## src/hw/lsmc_pkg.sv

```systemverilog
// package of constants for the low supply monitor control block
// Notes on behaviour
// - monitor comes up enabled after reset
// - power disable set turns monitoring off
// - reset on falling threshold unless disabled
// - stop mode active needs power on, stop enable
// - trip select defaults reset level; 1 warning
// - switching to warning while low resets immediately
// - hold reset until rising threshold passed
// - flag set below falling, cleared above rising
// - i_nrst clears the flag; the monitor's own reset output leaves it set
// - flag follows comparator with resets disabled
// - monitor raises an interrupt request for enabled events
// - monitor keeps working in wait mode
// - reset disable and trip select rewritable
package lsmc_pkg;
    // ========================================
    // register map
    localparam logic [15:0] LSMC_STATUS_ADDR  = 16'hFE0C;
    localparam logic [15:0] LSMC_CONFIG_ADDR  = 16'hFE10;
    localparam logic [15:0] LSMC_INT_STAT     = 16'hFE14;
    localparam logic [15:0] LSMC_INT_CLR      = 16'hFE18;
    localparam logic [15:0] LSMC_INT_EN       = 16'hFE1C;
    // ========================================
    // field positions
    localparam int LSMC_FLAG_BIT    = 7;
    localparam int LSMC_STOPEN_BIT  = 0;
    localparam int LSMC_PWRDIS_BIT  = 1;
    localparam int LSMC_TRIPSEL_BIT = 2;
    localparam int LSMC_RSTDIS_BIT  = 3;
    localparam int LSMC_EV_FALL_BIT = 0;
    localparam int LSMC_EV_RISE_BIT = 1;
    localparam int LSMC_EV_RST_BIT  = 2;
    // ========================================
    // reset values and write-once mask
    localparam logic [7:0] LSMC_STATUS_RST = 8'h00;
    localparam logic [3:0] LSMC_CONFIG_RST = 4'h0;
    localparam logic [2:0] LSMC_EV_RST     = 3'h0;
    localparam logic [3:0] LSMC_ONCE_MASK  = 4'h3;
endpackage : lsmc_pkg

```

## src/hw/lsmc_ctrl.sv

```systemverilog
// low supply monitor control with apb registers
//
// Register access over APB is this design's own decision.
`timescale 1ns/1ps
module lsmc_ctrl
    import lsmc_pkg::*;
(
    input  wire logic        i_clk,
    input  wire logic        i_nrst,
    input  wire logic        i_psel,
    input  wire logic        i_penable,
    input  wire logic        i_pwrite,
    input  wire logic [15:0] i_paddr,
    input  wire logic [31:0] i_pwdata,
    output logic      [31:0] o_prdata,
    output logic             o_pready,
    output logic             o_pslverr,
    input  wire logic        i_below_fall_rst,
    input  wire logic        i_above_rise_rst,
    input  wire logic        i_below_fall_warn,
    input  wire logic        i_above_rise_warn,
    input  wire logic        i_stop_mode,
    input  wire logic        i_wait_mode,
    output logic             o_monitor_power,
    output logic             o_sys_reset,
    output logic             o_irq
);
    // ========================================
    // comparator synchronisation
    logic [3:0] cmp_sync;
    lsmc_sync #(.WIDTH(4)) u_sync (
        .i_clk   (i_clk),
        .i_nrst  (i_nrst),
        .i_async ({i_above_rise_warn, i_below_fall_warn,
                   i_above_rise_rst, i_below_fall_rst}),
        .o_sync  (cmp_sync)
    );

    logic [3:0] cfg_reg;
    logic [3:0] cfg_next;
    logic [3:0] written_reg;
    logic [3:0] written_next;
    logic       flag_reg;
    logic       flag_next;
    logic       hold_reg;
    logic       hold_next;
    logic [2:0] ev_en_reg;
    logic [2:0] ev_en_next;
    logic [2:0] ev_set;
    logic [2:0] ev_clr;
    logic [2:0] ev_stat;
    logic       below_fall;
    logic       above_rise;
    logic       active;
    logic       rst_en;
    logic       wr;
    logic       rd;

    // ========================================
    // monitor activity
    assign rst_en = !cfg_reg[LSMC_RSTDIS_BIT];
    always_comb
    begin
        // power disable off means monitoring; wait mode keeps it running
        active = !cfg_reg[LSMC_PWRDIS_BIT];
        if (i_stop_mode)
            active = active && cfg_reg[LSMC_STOPEN_BIT];
    end
    assign o_monitor_power = !cfg_reg[LSMC_PWRDIS_BIT];

    // trip level select picks comparator pair
    assign below_fall = cfg_reg[LSMC_TRIPSEL_BIT] ? cmp_sync[2] : cmp_sync[0];
    assign above_rise = cfg_reg[LSMC_TRIPSEL_BIT] ? cmp_sync[3] : cmp_sync[1];

    // ========================================
    // flag and reset hold
    always_comb
    begin
        flag_next = flag_reg;
        hold_next = hold_reg;
        if (active)
        begin
            if (below_fall)
                flag_next = 1'b1;
            else if (above_rise)
                flag_next = 1'b0;
            // below falling level, or not above rising level with flag set, of selected trip starts reset
            if (rst_en && (below_fall || (!above_rise && flag_next)))
                hold_next = 1'b1;
            else if (above_rise)
                hold_next = 1'b0;
        end
        else
        begin
            hold_next = 1'b0;
        end
        if (!rst_en)
            hold_next = 1'b0;
        // switching to warning while not above its rising level
        if (wr && i_paddr == LSMC_CONFIG_ADDR && active && !i_pwdata[LSMC_RSTDIS_BIT]
            && i_pwdata[LSMC_TRIPSEL_BIT] && !cfg_reg[LSMC_TRIPSEL_BIT] && !cmp_sync[3])
            hold_next = 1'b1;
    end
    always_ff @(posedge i_clk or negedge i_nrst)
    begin
        if (!i_nrst)
        begin
            flag_reg <= 1'b0;
            hold_reg <= 1'b0;
        end
        else
        begin
            flag_reg <= flag_next;
            hold_reg <= hold_next;
        end
    end
    assign o_sys_reset = hold_reg;

    // ========================================
    // apb slave
    assign wr        = i_psel && i_penable && i_pwrite;
    assign rd        = i_psel && i_penable && !i_pwrite;
    assign o_pready  = 1'b1;
    assign o_pslverr = 1'b0;

    always_comb
    begin
        cfg_next     = cfg_reg;
        written_next = written_reg;
        ev_en_next   = ev_en_reg;
        if (wr && i_paddr == LSMC_CONFIG_ADDR)
        begin
            // write-once bits lock; reset disable and trip select stay open
            for (int b = 0; b < 4; b++)
            begin
                if (!(LSMC_ONCE_MASK[b] && written_reg[b]))
                    cfg_next[b] = i_pwdata[b];
            end
            written_next = written_reg | LSMC_ONCE_MASK;
        end
        if (wr && i_paddr == LSMC_INT_EN)
            ev_en_next = i_pwdata[2:0];
    end
    always_ff @(posedge i_clk or negedge i_nrst)
    begin
        if (!i_nrst)
        begin
            cfg_reg     <= LSMC_CONFIG_RST;
            written_reg <= 4'h0;
            ev_en_reg   <= LSMC_EV_RST;
        end
        else
        begin
            cfg_reg     <= cfg_next;
            written_reg <= written_next;
            ev_en_reg   <= ev_en_next;
        end
    end

    logic [31:0] rdata_next;
    logic [31:0] rdata_reg;
    // read word captured in the setup cycle so the data output leaves a flip-flop
    always_comb
    begin
        rdata_next = 32'h0000_0000;
        if (i_psel && !i_penable && !i_pwrite)
        begin
            case (i_paddr)
                LSMC_STATUS_ADDR: rdata_next[LSMC_FLAG_BIT] = flag_reg;
                LSMC_CONFIG_ADDR: rdata_next[3:0] = cfg_reg;
                LSMC_INT_STAT:    rdata_next[2:0] = ev_stat;
                LSMC_INT_EN:      rdata_next[2:0] = ev_en_reg;
                default:          rdata_next = 32'h0000_0000;
            endcase
        end
    end
    always_ff @(posedge i_clk or negedge i_nrst)
    begin
        if (!i_nrst)
            rdata_reg <= 32'h0000_0000;
        else
            rdata_reg <= rdata_next;
    end
    // read data shown only in the access phase
    assign o_prdata = rd ? rdata_reg : 32'h0000_0000;

    // ========================================
    // status events for software; enabled events raise o_irq
    assign ev_set[LSMC_EV_FALL_BIT] = flag_next && !flag_reg;
    assign ev_set[LSMC_EV_RISE_BIT] = !flag_next && flag_reg;
    assign ev_set[LSMC_EV_RST_BIT]  = hold_next && !hold_reg;
    assign ev_clr = (wr && i_paddr == LSMC_INT_CLR) ? i_pwdata[2:0] : 3'h0;
    lsmc_events #(.N(3)) u_events (
        .i_clk  (i_clk),
        .i_nrst (i_nrst),
        .i_set  (ev_set),
        .i_clr  (ev_clr),
        .i_en   (ev_en_reg),
        .o_stat (ev_stat),
        .o_irq  (o_irq)
    );
endmodule : lsmc_ctrl

```

## src/hw/lsmc_sync.sv

```systemverilog
// two-flop synchroniser per bit
`timescale 1ns/1ps
module lsmc_sync
    import lsmc_pkg::*;
#(
    parameter int WIDTH = 2
)(
    input  wire logic             i_clk,
    input  wire logic             i_nrst,
    input  wire logic [WIDTH-1:0] i_async,
    output logic      [WIDTH-1:0] o_sync
);
    if (WIDTH < 1)
    begin : g_bad_width
        $error("width must be positive");
    end
    logic [WIDTH-1:0] meta_reg;
    logic [WIDTH-1:0] sync_reg;
    // ========================================
    // two flip-flops per bit
    genvar g;
    for (g = 0; g < WIDTH; g++)
    begin : g_bit
        always_ff @(posedge i_clk or negedge i_nrst)
        begin
            if (!i_nrst)
            begin
                meta_reg[g] <= 1'b0;
                sync_reg[g] <= 1'b0;
            end
            else
            begin
                meta_reg[g] <= i_async[g];
                sync_reg[g] <= meta_reg[g];
            end
        end
    end
    assign o_sync = sync_reg;
endmodule : lsmc_sync

```

## src/hw/lsmc_events.sv

```systemverilog
// sticky event bits with enable, clear and level output
`timescale 1ns/1ps
module lsmc_events
    import lsmc_pkg::*;
#(
    parameter int N = 3
)(
    input  wire logic         i_clk,
    input  wire logic         i_nrst,
    input  wire logic [N-1:0] i_set,
    input  wire logic [N-1:0] i_clr,
    input  wire logic [N-1:0] i_en,
    output logic      [N-1:0] o_stat,
    output logic              o_irq
);
    if (N < 1)
    begin : g_bad_count
        $error("need at least one event");
    end
    logic [N-1:0] stat_reg;
    logic [N-1:0] stat_next;
    // ========================================
    // set wins over clear
    always_comb
    begin
        stat_next = (stat_reg & ~i_clr) | i_set;
    end
    always_ff @(posedge i_clk or negedge i_nrst)
    begin
        if (!i_nrst)
            stat_reg <= '0;
        else
            stat_reg <= stat_next;
    end
    assign o_stat = stat_reg;
    assign o_irq  = |(stat_reg & i_en);
endmodule : lsmc_events

```

## config.mk

```make
export PLATFORM = sky130hd
export DESIGN_NAME = lsmc_ctrl
export DESIGN_NICKNAME = d
export VERILOG_FILES = /design/src/hw/lsmc_pkg.sv /design/src/hw/lsmc_ctrl.sv /design/src/hw/lsmc_sync.sv /design/src/hw/lsmc_events.sv
export SDC_FILE = /design/constraint.sdc
export NUM_CORES = 1
export LEC_CHECK = 0
export BUFFER_PORTS_ARGS = -buffer_cell sky130_fd_sc_hd__buf_2
export CORE_UTILIZATION = 45
export CTS_CLUSTER_DIAMETER = 100
export CTS_CLUSTER_SIZE = 12
export DETAILED_ROUTE_END_ITERATION = 8
export PLACE_DENSITY = 0.84
export REMOVE_ABC_BUFFERS = 1
export SLEW_MARGIN = 20
export SYNTH_ARGS = -nofsm -noshare
export SYNTH_HDL_FRONTEND = slang
export SYNTH_HIERARCHICAL = 1
export SYNTH_SLANG_ARGS = --single-unit
```

## constraint.sdc

```tcl
create_clock -name i_clk -period 3.95 [get_ports i_clk]
set_input_delay 0.1975 -clock i_clk [delete_from_list [all_inputs] [get_ports i_clk]]
set_output_delay 0.1975 -clock i_clk [all_outputs]
set_load 0.05 [all_outputs]
```

==> metrics.txt <==
CORE AREA=3100 sq um; Vias=1072; Lkg Pwr=0.901 nW; Worst Setup Start Kind=flop; Pre-antenna DRT Iters=4; DRC viols=0; fmax=594 MHz; CTS root buffer=clkbuf_4; Crit path largest cell delay=570 ps; # rows=20; fin crit period=1680 ps; Post-CTS Setup Bufs=0; worst hold path class=in2reg; design area=1700 sq um; TritonCTS buffer count=3; post-synth top area share=43.4%; I/O Buffers=37; RR Endpoint=o_sys_reset$_DFF_PN0_; Clock transition at path regs=140 ps; worst-path maximum fanout=7; status=completed; area grow syn2layout=13.4%; Flop pwr share=52.8%; Peak VDD IR=0.000212 V; Worst slew margin=62.4%; RD Place Congestion=0.828; Worst Path Required=4210 ps; Buf+Inv Stages, Crit Path=0; htree depth=1; Post-Syn Instances=139; Initial Util=48.3%; combinational fraction of design power=21.9%; filler cell count=285; CTS tree=built; largest net degree at the start of global routing=27; cell area power density=307 nW/um^2; DR WL/cell=11.6 microns; first-pass GRT wire length=3970 microns; FF+latch count, synth=26; WHS Path Cells=2; Yosys cell types=39; Final Worst Setup Slack=2270 ps; async set-reset flop share out of synthesis=100%; count leader, synth=buf_4; die area=3570 sq um; vias in the first global route=905; Critical Path AT=1950 ps; drt via density=4.76; crit path max-delay cell type=or4b_1; Hold Path Origin=i_pwdata[3]; Die Span X=59.7 microns; placed inst area=1610 sq um; Overall Global Routing Usage=15.5%; Hold EP=cfg_reg[3]$_DFFE_PN0N_; RSZ-0062 raised after global routing=no; FF-to-FF path depth=4; Area contributors post-synth=dfrtp_1 (43%), buf_4 (15%), mux2_2 (6.0%); Starting DRT DRC Count=37; crit end category=flop; EDFF count, synth=0; Post-synth top cells=buf_4 (29), dfrtp_1 (26), inv_1 (10), and2_1 (8), mux2_2 (8); critical path, cell by cell=or4b_1, nor3_1, nor4b_1, a21o_1; DRT Wirelength=2600 microns; antenna viol nets, final=0; max reg flops=5; Sw Share=32.4%; reg-to-reg critical path startpoint=cfg_reg[2]$_DFFE_PN0N_; Layout Nets=241; # IOs=96; CP delay by family, top=simple AND/OR/NAND/NOR gates; layout cells sized above 1=32.6%; Worst Tran Pin Value=564 ps; initial antenna violation count=0; DIE HEIGHT=59.7 microns; Seq/Total Area, Yosys=43.4%; clk_skew=11.1 ps; Sink Count=26; Clk pwr share=25.3%; final slew viol count=0; fin crit share=42.6%; clock latency on the worst-skew pair=320 ps; Yosys top cell by area=dfrtp_1; Hold Fails Final Rpt=0; syn_area_per_cell=10.8 sq um; post-DP HPWL=2000 microns; Clock Tree Buf Depth=2; GRT overflow=0; antenna cell count=0; CP Class=reg2reg; synthesized area=1500 sq um; yosys warns=6; Final Power=0.522 mW; FF-to-FF setup slack=2270 ps; post-route setup TNS=0 ps; Net Switching=0.169 mW; # setup viols final=0; Setup WS pre-CTS=2090 ps; max_cap viols=0; Synth Flop Type=dfrtp_1; internal power=0.353 mW
stage by stage:
| step | std cells | util (%) | hold WS, ps |
|---|---|---|---|
| after floorplan | 135 | - | -98.1 |
| after global placement | 216 | 52.0 | 217 |
| after detailed placement | 216 | 52.0 | 219 |
| after CTS | 225 | 54.8 | 97.2 |
| after global routing | 225 | 54.8 | 89.5 |
| final | 225 | 54.8 | 108 |
power by group through the flow:
| stage | registers, mW | clock network [mW] | logic, mW |
|---|---|---|---|
| after detailed placement | 0.281 | 0 | 0.110 |
| after floorplan | 0.283 | 0 | 0.0790 |
| after CTS | 0.276 | 0.136 | 0.114 |
| after global routing | 0.277 | 0.146 | 0.123 |
| final | 0.276 | 0.132 | 0.114 |
| after global placement | 0.281 | 0 | 0.109 |
worst reg2reg max path: cells and delay by family, from the launching register on:
kind	cells	cell delay, ps
compound gates	1	130
simple gates	3	1010
flops	1	480
routing by layer:
layer	vias up	wire (microns)	GRT usage, %
met2	63	1320	28.3
met3	2	220	5.19
met5	-	0	0
met4	0	8	3.99
li1	508	-	-
met1	499	1060	17.0
logic make-up after synthesis:
family | count (synthesis) | synth area share [%]
flops | 26 | 43.4
simple gates | 44 | 22.7
compound gates | 14 | 7.35
other cells | 2 | 0.501
buf+inv | 42 | 17.9
mux | 11 | 8.18
what timing repair did:
action                     in CTS  in global routing
hold buffers                    5                  0
hold endpoints to repair       30                  0
setup endpoints to repair       0                  0
gates resized for setup         0                  0
final cells by class:
type                    instances  area (sq um)  share of cell area [%]
multi-input cells              98           682                    40.1
clock buffers                   4          36.3                    2.13
inverters                      11          41.3                    2.43
flip-flops and latches         26           651                    38.3
repair buffers                 42           235                    13.8
well taps                      44          55.1                    3.24
cell usage in the layout (no fill, tap or decap), types with 2 or more instances in the layout:
| master | netlist | routed |
|---|---|---|
| and4b_1 | 2 | 2 |
| and2_1 | 8 | 8 |
| a21o_1 | 4 | 4 |
| a22oi_1 | 3 | 3 |
| mux2_1 | 2 | 2 |
| mux2_2 | 8 | 8 |
| nand2_1 | 3 | 3 |
| nor4_1 | 3 | 3 |
| nand4_2 | 2 | 2 |
| dlygate4sd3_1 | 0 | 5 |
| and4_1 | 2 | 2 |
| nor2_1 | 7 | 7 |
| inv_1 | 10 | 10 |
| nor4_4 | 3 | 3 |
| buf_2 | 1 | 37 |
| dfrtp_1 | 26 | 26 |
| nor3_1 | 2 | 2 |
| clkbuf_4 | 0 | 3 |
| conb_1 | 2 | 29 |
| or2_2 | 2 | 2 |
worst max-delay path by stage:
stage / startpoint / end / slack (ps) / cells after the start
after floorplan: i_paddr[5] / u_events/o_stat[1]$_DFF_PN0_ / 2470 / 6
after global placement: i_paddr[5] / u_events/o_stat[0]$_DFF_PN0_ / 2140 / 7
after detailed placement: i_paddr[5] / u_events/o_stat[1]$_DFF_PN0_ / 2090 / 7
after CTS: cfg_reg[2]$_DFFE_PN0N_ / o_sys_reset$_DFF_PN0_ / 2300 / 4
after global routing: cfg_reg[2]$_DFFE_PN0N_ / o_sys_reset$_DFF_PN0_ / 2150 / 4
final: cfg_reg[2]$_DFFE_PN0N_ / o_sys_reset$_DFF_PN0_ / 2270 / 4
Note: power is estimated with default switching activity, not from simulation.
